==> config.mk <==
export PLATFORM = sky130hd
export DESIGN_NAME = wsg_top
export DESIGN_NICKNAME = d
export VERILOG_FILES = /design/src/hw/wsg_pkg.sv /design/src/hw/wsg_top.sv /design/src/hw/wsg_count.sv
export SDC_FILE = /design/constraint.sdc
export NUM_CORES = 1
export LEC_CHECK = 0
export ABC_AREA = 1
export BUFFER_PORTS_ARGS = -buffer_cell sky130_fd_sc_hd__buf_2
export CAP_MARGIN = 30
export CORE_MARGIN = 4
export CORE_UTILIZATION = 55
export CTS_BUF_LIST = sky130_fd_sc_hd__clkbuf_4 sky130_fd_sc_hd__clkbuf_8
export DETAILED_ROUTE_END_ITERATION = 8
export GPL_TIMING_DRIVEN = 1
export HOLD_SLACK_MARGIN = 0.1
export PLACE_DENSITY = 0.85
export SLEW_MARGIN = 20
export SYNTH_ARGS = -nofsm -noshare
export SYNTH_HDL_FRONTEND = slang
export SYNTH_SLANG_ARGS = --single-unit
==> constraint.sdc <==
create_clock -name core_clk -period 5.47 [get_ports core_clk]
set_input_delay 1.094 -clock core_clk [delete_from_list [all_inputs] [get_ports core_clk]]
set_output_delay 1.094 -clock core_clk [all_outputs]
set_load 0.05 [all_outputs]
==> src/hw/wsg_pkg.sv <==
package wsg_pkg;

	// ------------------------------------------------------------
	// register map (word offsets in the memory-mapped space)
	// ------------------------------------------------------------
	localparam logic [6:0]  ADDR_CONFIG      = 7'h28;
	localparam logic [6:0]  ADDR_MULT        = 7'h2a;

	// ------------------------------------------------------------
	// field layout of wait_state_config
	// ------------------------------------------------------------
	localparam int          FIELD_WIDTH      = 3;
	localparam int          POS_PROG_LOW     = 0;
	localparam int          POS_PROG_HIGH    = 3;
	localparam int          POS_DATA_LOW     = 6;
	localparam int          POS_DATA_HIGH    = 9;
	localparam int          POS_IO           = 12;
	localparam int          POS_EXT_DECODE   = 15;
	localparam int          POS_MULT         = 0;

	// ------------------------------------------------------------
	// reset values
	// ------------------------------------------------------------
	localparam logic [15:0] CONFIG_RESET     = 16'h7fff;
	localparam logic        EXT_DECODE_RESET = 1'b0;
	localparam logic        MULT_RESET       = 1'b0;

	// ------------------------------------------------------------
	// address decode points
	// ------------------------------------------------------------
	localparam int          ADDR_WIDTH       = 23;
	localparam int          POS_PAGE_HALF    = 15;
	localparam int          POS_EXT_HALF     = 22;
	localparam int          COUNT_WIDTH      = 4;

	// ------------------------------------------------------------
	// types
	// ------------------------------------------------------------
	typedef enum logic [1:0] {
		SPACE_PROG,
		SPACE_DATA,
		SPACE_IO
	} wsg_space_type;

	typedef struct packed {
		wsg_space_type         space;
		logic [ADDR_WIDTH-1:0] addr;
	} wsg_access_type;

	typedef struct packed {
		logic        wr;
		logic        rd;
		logic [6:0]  addr;
		logic [15:0] wdata;
	} wsg_reg_req_type;

endpackage

==> src/hw/wsg_top.sv <==
// Operation
// - external bus cycles stretch by a programmed count of up to fourteen cycles
// - cycle keeps extending while the ready input stays inactive
// - counter clock gated off when every range programs zero waits
// - low fifteen config bits hold five 3-bit counts, one per range
// - base count multiplied by one, or two when multiplier bit set
// - every 3-bit count resets to seven
// - config bit 15 selects program-space decoding, resets to zero
// - bits 14-12 give I/O space count over 0000-FFFFh
// - bits 11-9 give upper data space count, 8000-FFFFh
// - bits 8-6 give lower data space count, 0000-7FFFh
// - bits 5-3 upper program count: page upper half, or 400000h-7FFFFFh
// - bits 2-0 lower program count: page lower half, or 000000-3FFFFFh
// - control register bits 15-1 read zero; only bit 0 writable, resets zero
`timescale 1ns/1ps
module wsg_top
	import wsg_pkg::*;
(
	// clock and reset
	input  wire logic                  core_clk,
	input  wire logic                  rst_n,
	// memory-mapped register port from the core
	input  wire logic                  reg_wr,
	input  wire logic                  reg_rd,
	input  wire logic [6:0]            reg_addr,
	input  wire logic [15:0]           reg_wdata,
	output logic      [15:0]           reg_rdata,
	output logic                       reg_rvalid,
	// access request from the core
	input  wire logic                  acc_req,
	input  wire wsg_space_type         acc_space,
	input  wire logic [ADDR_WIDTH-1:0] acc_addr,
	output logic                       acc_busy,
	output logic                       acc_done,
	// external bus
	input  wire logic                  ext_ready,
	output logic                       ext_strobe,
	output wsg_space_type              ext_space,
	output logic      [ADDR_WIDTH-1:0] ext_addr,
	// status
	output logic                       wait_clk_on
);

	// ------------------------------------------------------------
	// reset release
	// ------------------------------------------------------------
	logic rst_meta_n;
	logic rst_sync_n;

	always_ff @(posedge core_clk or negedge rst_n) begin
		if (!rst_n) begin
			rst_meta_n <= 1'b0;
			rst_sync_n <= 1'b0;
		end else begin
			rst_meta_n <= 1'b1;
			rst_sync_n <= rst_meta_n;
		end
	end

	// ------------------------------------------------------------
	// functions
	// ------------------------------------------------------------
	function automatic logic [FIELD_WIDTH-1:0] field_at(
		input logic [15:0] cfg,
		input int          pos
	);
		field_at = cfg[pos +: FIELD_WIDTH];
	endfunction

	// picks the range's base count for one access
	function automatic logic [FIELD_WIDTH-1:0] select_base(
		input logic [15:0]           cfg,
		input wsg_access_type        acc
	);
		logic upper;
		upper = 1'b0;
		select_base = '0;
		case (acc.space)
			SPACE_PROG: begin
				// extended decode splits the whole space, otherwise each page
				if (cfg[POS_EXT_DECODE]) begin
					upper = acc.addr[POS_EXT_HALF];
				end else begin
					upper = acc.addr[POS_PAGE_HALF];
				end
				if (upper) begin
					select_base = field_at(cfg, POS_PROG_HIGH);
				end else begin
					select_base = field_at(cfg, POS_PROG_LOW);
				end
			end
			SPACE_DATA: begin
				if (acc.addr[POS_PAGE_HALF]) begin
					select_base = field_at(cfg, POS_DATA_HIGH);
				end else begin
					select_base = field_at(cfg, POS_DATA_LOW);
				end
			end
			SPACE_IO: begin
				select_base = field_at(cfg, POS_IO);
			end
			default: begin
				select_base = '0;
			end
		endcase
	endfunction

	// ------------------------------------------------------------
	// register requests
	// ------------------------------------------------------------
	wsg_reg_req_type reg_req;

	assign reg_req.wr    = reg_wr;
	assign reg_req.rd    = reg_rd;
	assign reg_req.addr  = reg_addr;
	assign reg_req.wdata = reg_wdata;

	// ------------------------------------------------------------
	// wait_state_config
	// ------------------------------------------------------------
	logic [15:0] wait_state_config;

	always_ff @(posedge core_clk or negedge rst_sync_n) begin
		if (!rst_sync_n) begin
			wait_state_config <= CONFIG_RESET;
		end else if (reg_req.wr && reg_req.addr == ADDR_CONFIG) begin
			wait_state_config <= reg_req.wdata;
		end
	end

	// ------------------------------------------------------------
	// wait_state_multiplier_ctrl
	// ------------------------------------------------------------
	logic wait_multiplier_bit;

	always_ff @(posedge core_clk or negedge rst_sync_n) begin
		if (!rst_sync_n) begin
			wait_multiplier_bit <= MULT_RESET;
		end else if (reg_req.wr && reg_req.addr == ADDR_MULT) begin
			wait_multiplier_bit <= reg_req.wdata[POS_MULT];
		end
	end

	// ------------------------------------------------------------
	// register read-back
	// ------------------------------------------------------------
	logic [15:0] next_rdata;

	always_comb begin
		next_rdata = 16'h0000;
		if (reg_req.addr == ADDR_CONFIG) begin
			next_rdata = wait_state_config;
		end else if (reg_req.addr == ADDR_MULT) begin
			next_rdata[POS_MULT] = wait_multiplier_bit;
		end else begin
			next_rdata = 16'h0000;
		end
	end

	always_ff @(posedge core_clk or negedge rst_sync_n) begin
		if (!rst_sync_n) begin
			reg_rdata  <= 16'h0000;
			reg_rvalid <= 1'b0;
		end else begin
			reg_rvalid <= reg_req.rd;
			if (reg_req.rd) begin
				reg_rdata <= next_rdata;
			end
		end
	end

	// ------------------------------------------------------------
	// clock gate for the counter
	// ------------------------------------------------------------
	// modelled as an enable: one clock only, no gated clock net
	logic next_clk_on;

	assign next_clk_on = (wait_state_config[POS_IO+FIELD_WIDTH-1:0] != '0);

	always_ff @(posedge core_clk or negedge rst_sync_n) begin
		if (!rst_sync_n) begin
			wait_clk_on <= 1'b1;
		end else begin
			wait_clk_on <= next_clk_on;
		end
	end

	// ------------------------------------------------------------
	// ready pin synchroniser
	// ------------------------------------------------------------
	logic ready_s1;
	logic ready_s2;
	logic ready_s3;
	logic ready_level;

	always_ff @(posedge core_clk or negedge rst_sync_n) begin
		if (!rst_sync_n) begin
			ready_s1 <= 1'b0;
			ready_s2 <= 1'b0;
			ready_s3 <= 1'b0;
		end else begin
			ready_s1 <= ext_ready;
			ready_s2 <= ready_s1;
			ready_s3 <= ready_s2;
		end
	end

	// a change counts only once two stages agree, filtering one-cycle glitches
	always_ff @(posedge core_clk or negedge rst_sync_n) begin
		if (!rst_sync_n) begin
			ready_level <= 1'b0;
		end else if (ready_s2 == ready_s3) begin
			ready_level <= ready_s3;
		end
	end

	// ------------------------------------------------------------
	// access sequencer
	// ------------------------------------------------------------
	typedef enum logic {
		ST_IDLE,
		ST_BUSY
	} wsg_state_type;

	wsg_state_type               state;
	wsg_access_type              req_acc;
	logic                        take;
	logic                        count_zero;
	logic                        finish;
	logic [FIELD_WIDTH-1:0]      base_count;
	logic [COUNT_WIDTH-1:0]      load_count;

	assign req_acc.space = acc_space;
	assign req_acc.addr  = acc_addr;
	assign take          = (state == ST_IDLE) && acc_req;
	assign base_count    = select_base(wait_state_config, req_acc);
	// up to seven doubled gives the fourteen-cycle ceiling
	assign load_count    = COUNT_WIDTH'({1'b0, base_count}) << wait_multiplier_bit;
	assign finish        = (state == ST_BUSY) && count_zero && ready_level;

	always_ff @(posedge core_clk or negedge rst_sync_n) begin
		if (!rst_sync_n) begin
			state <= ST_IDLE;
		end else begin
			case (state)
				ST_IDLE: begin
					if (take) begin
						state <= ST_BUSY;
					end
				end
				ST_BUSY: begin
					if (finish) begin
						state <= ST_IDLE;
					end
				end
				default: begin
					state <= ST_IDLE;
				end
			endcase
		end
	end

	wsg_count #(
		.WIDTH      (COUNT_WIDTH)
	) u_count (
		.core_clk   (core_clk),
		.rst_n      (rst_sync_n),
		.enable     (next_clk_on),
		.load       (take),
		.load_value (load_count),
		.count_zero (count_zero)
	);

	// ------------------------------------------------------------
	// external bus outputs
	// ------------------------------------------------------------
	always_ff @(posedge core_clk or negedge rst_sync_n) begin
		if (!rst_sync_n) begin
			ext_strobe <= 1'b0;
			ext_space  <= SPACE_PROG;
			ext_addr   <= '0;
		end else begin
			if (take) begin
				ext_strobe <= 1'b1;
				ext_space  <= acc_space;
				ext_addr   <= acc_addr;
			end else if (finish) begin
				ext_strobe <= 1'b0;
			end
		end
	end

	// ------------------------------------------------------------
	// core handshake outputs
	// ------------------------------------------------------------
	always_ff @(posedge core_clk or negedge rst_sync_n) begin
		if (!rst_sync_n) begin
			acc_busy <= 1'b0;
			acc_done <= 1'b0;
		end else begin
			acc_done <= finish;
			if (take) begin
				acc_busy <= 1'b1;
			end else if (finish) begin
				acc_busy <= 1'b0;
			end
		end
	end

endmodule

==> src/hw/wsg_count.sv <==
`timescale 1ns/1ps
module wsg_count
	import wsg_pkg::*;
#(
	parameter int WIDTH = COUNT_WIDTH
) (
	// clock and reset
	input  wire logic             core_clk,
	input  wire logic             rst_n,
	// control
	input  wire logic             enable,
	input  wire logic             load,
	input  wire logic [WIDTH-1:0] load_value,
	// state
	output logic                  count_zero
);

	logic [WIDTH-1:0] count;

	// ------------------------------------------------------------
	// down-counter
	// ------------------------------------------------------------
	// with the enable low the counter is held at zero, standing in for
	// a stopped clock; a load can only ever carry zero in that state
	always_ff @(posedge core_clk or negedge rst_n) begin
		if (!rst_n) begin
			count <= '0;
		end else if (!enable) begin
			count <= '0;
		end else if (load) begin
			count <= load_value;
		end else if (count != '0) begin
			count <= count - WIDTH'(1);
		end
	end

	assign count_zero = (count == '0);

endmodule

==> key figures <==
Status
  – Status: finished clean

Power
  – Reg power frac: 39.1%
  – Switching Share: 42.26%
  – Peak VDD IR: 0.3643 mV
  – Combinational cell fraction of total power: 38.1%
  – Leakage power: 2.171 nW
  – Power per standard cell area: 491.1 mW/mm²
  – Clock power share: 22.9%
  – Pint: 0.001100 W
  – Final Power: 0.001904 W
  – Net load switching power: 0.0008046 W

Route
  – Initial drt markers: 218
  – DR WL met2: 3482 µm
  – Vias post-DR: 2610
  – Routed WL: 6901 µm
  – DRC: 0
  – DR vias/cell: 4.815
  – Detail Route Antenna Nets: 0
  – Drt pass-1 iters: 5
  – WL/cell: roughly 13 µm
  – Wire length on met3: 402 µm
  – Met1 WL: 2891 µm
  – DR top layer: met4

STA
  – Worst rel slew slack: 40.50%
  – Fin. max-slew vios: 0
  – Max Fclk: 448.9 MHz
  – Final Hold Viols: 0
  – RSZ-0062 raised after global routing: false
  – Setup violators final: 0
  – Skew final: 0.01123 ns
  – Worst-margin pin slew: 0.8915 ns
  – Min cycle time layout: approximately 2.2 ns
  – Crit share post-route: slightly above 40%
  – Setup tns final: 0 ns

Logic synthesis
  – Seq/Total Area, Yosys: 58.88%
  – #FFs+latches synth: 73
  – Synth unique cells: 25
  – Mapped Area: 0.003137 mm²
  – Mapped Nets: approximately 420
  – Post-Synthesis Cells: 367
  – Mapped Avg Cell Area: 8.547 µm²
  – Syn. warnings: 0

Critical path
  – CP endpoint: wait_state_config[12]
  – WP buf/inv: 1
  – CP Capture Type: register
  – Critical Path RT: 5.72 ns
  – Setup CP Type: in2reg
  – Crit path DAT: 2.47 ns
  – Crit Path Max Fanout: 32
  – R2r setup slk: 3.99 ns
  – Capture point of the worst reg-to-reg path: u_count.count[0]
  – Crit path cell chain: buf_2, nor4_4, nand3_2, nor2_1, a21oi_1
  – CP max-delay cell: nand3_2
  – Crit path launch type: input port
  – Worst r2r path cells: 5
  – Critical Path Max Stage Delay: 0.55 ns
  – Worst r2r src: state
  – Crit path from: reg_addr[1]
  – Top delay family on crit path: simple AND/OR/NAND/NOR gates
  – Critical path depth in cells: 5

Layout
  – Area growth syn-to-layout: 23.61%
  – Finished layout cell area: 0.003877 mm²
  – Layout cells sized above 1: 30.85%
  – Final #Nets: 520
  – Ant diodes: 0

Floorplanning
  – Die area: 0.006976 mm²
  – Die width: about 84 µm
  – Cell Rows: 27
  – # IOs: 100
  – Starting Density: 56.96%
  – Die Y: roughly 84 µm
  – Std-Cell Core Area: around 0.0055 mm²

Clocking
  – Htree depth: 3
  – CTS clk-pin slew, worst paths: about 0.07 ns
  – Post-CTS Setup Inserts: 0
  – Worst skew pair latency: 0.34 ns
  – Root buf cell: clkbuf_8
  – CTS sink count: 73
  – CTS Buffer Depth: 2
  – CTS tree: done
  – Post-CTS sizing: 0
  – CTS Hold Bufs: 0
  – TritonCTS Buffers: 9

Job
  – Max Cap Viol: 0

Placed design
  – Routability congestion estimate: 0.8822
  – Placed cell areas: ~0.0037 mm²
  – Dpl hpwl: 4999 µm
  – IO buf count: 99

Global route
  – Vias in the first global route: roughly 2500
  – Initial antenna violation count: 0
  – Global route total overflow: 0
  – Total track usage: 20.58%
  – First-pass GRT wire length: 11450 µm
  – Pin count of the biggest net entering global routing: 72

Hold path
  – Worst min path class: reg2reg
-- metrics by stage --
stage	setup slack (ns)	hold WS [ns]	utilization, %	cells
4_1_cts	3.250	0.3559	70.42	542
5_1_grt	3.090	0.3694	70.42	542
2_1_floorplan	3.315	0.3312	-	367
3_5_place_dp	2.899	0.3405	66.58	526
6_report	3.242	0.3516	70.42	542
3_3_place_gp	2.998	0.3349	66.58	526
-- cell families (layout without fill, tap and decap cells) --
group | count (synthesis) | after routing | share of synthesized area, %
other | 1 | 1 | 0.1196
AND/OR/NAND/NOR | 200 | 200 | 26.01
adder cells (fa/ha/maj) | 2 | 2 | 0.7179
AO/OA/AOI/OAI | 41 | 41 | 7.259
XOR/XNOR | 2 | 2 | 0.5585
buffers and inverters | 48 | 151 | 6.462
flip-flops | 73 | 73 | 58.88
-- synth_stat cells --
library cell / count / area (µm²)
maj3_1: 1 / 10.01
clkbuf_1: 7 / 26.28
nor2_1: 24 / 90.09
nor3b_2: 1 / 12.51
dfstp_2: 16 / 420.4
nand3_2: 1 / 10.01
nand2_1: 151 / 566.8
xor2_1: 1 / 8.760
ha_1: 1 / 12.51
xnor2_1: 1 / 8.760
nand2_2: 1 / 6.260
nor4_4: 1 / 21.27
nor4b_1: 1 / 8.760
inv_1: 34 / 127.6
buf_4: 3 / 22.52
a21oi_1: 13 / 65.06
o21ai_1: 1 / 5.000
dfrtp_1: 57 / 1426
nand3_1: 19 / 95.09
o21ai_2: 6 / 52.55
o21ai_0: 21 / 105.1
buf_6: 1 / 11.26
buf_2: 3 / 15.01
conb_1: 1 / 3.750
nor3_1: 1 / 5.000
-- sequential cells by signal, summed over array words and instances (netlist names) --
signal and count:
acc_busy 1, acc_done 1, ext_addr 23, ext_space 2, ready_level 1, ready_s1 1, ready_s2 1, ready_s3 1
reg_rdata 16, reg_rvalid 1, rst_meta_n 1, rst_sync_n 1, state 1, u_count.count 4, wait_clk_on 1, wait_multiplier_bit 1
wait_state_config 16
-- area by class of cell --
type	count	area (µm²)
clock buffers	14	173.9
clock inverters	2	37.54
fillers	437	1629
inverters	34	127.6
multi-input cells	246	1090
flip-flops and latches	73	1848
well taps	72	90.09
repair buffers	101	510.5
-- layout by cell type, fill, tap and decap left out --
| cell type | count |
|---|---|
| nand3_2 | 1 |
| o21ai_1 | 1 |
| nor2_1 | 23 |
| bufinv_16 | 1 |
| buf_2 | 99 |
| nand3_1 | 19 |
| o21ai_0 | 21 |
| nor3b_2 | 1 |
| nor2_2 | 1 |
| nor4b_1 | 1 |
| nand2_2 | 1 |
| conb_1 | 1 |
| clkinvlp_4 | 1 |
| buf_4 | 2 |
| nor4_4 | 1 |
| xnor2_1 | 1 |
| dfstp_2 | 16 |
| inv_1 | 34 |
| nor3_1 | 1 |
| ha_1 | 1 |
| clkbuf_8 | 11 |
| dfrtp_1 | 56 |
| o21ai_2 | 6 |
| nand2_1 | 151 |
| a21oi_1 | 13 |
| clkbuf_4 | 3 |
| maj3_1 | 1 |
| dfrtp_2 | 1 |
| xor2_1 | 1 |
-- power by group through the flow --
| stage | logic (W) | registers [W] | clock network, W |
|---|---|---|---|
| global route | 0.000789 | 0.000759 | 0.000467 |
| finish | 0.000725 | 0.000744 | 0.000435 |
| detailed placement | 0.000733 | 0.000751 | 0 |
| global placement | 0.000714 | 0.000746 | 0 |
| CTS | 0.000733 | 0.000744 | 0.000444 |
| floorplan | 0.000229 | 0.00108 | 0 |
-- worst min path at each step --
stage,from,end,slack (ns),cells after the start
detailed placement,ready_s1,ready_s2,0.34,0
global placement,ready_s1,ready_s2,0.33,0
CTS,ready_s1,ready_s2,0.36,0
finish,ready_s1,ready_s2,0.35,0
global route,ready_s1,ready_s2,0.37,0
floorplan,ready_s1,ready_s2,0.33,0
-- routing by layer --
layer  GRT usage [%]  vias to the layer above
li1                -                     1332
met1           25.97                     1187
met2           33.97                       77
met3           4.541                       14
met4           9.503                        0
met5               0                        -
Power figures use the tool's default switching activity.
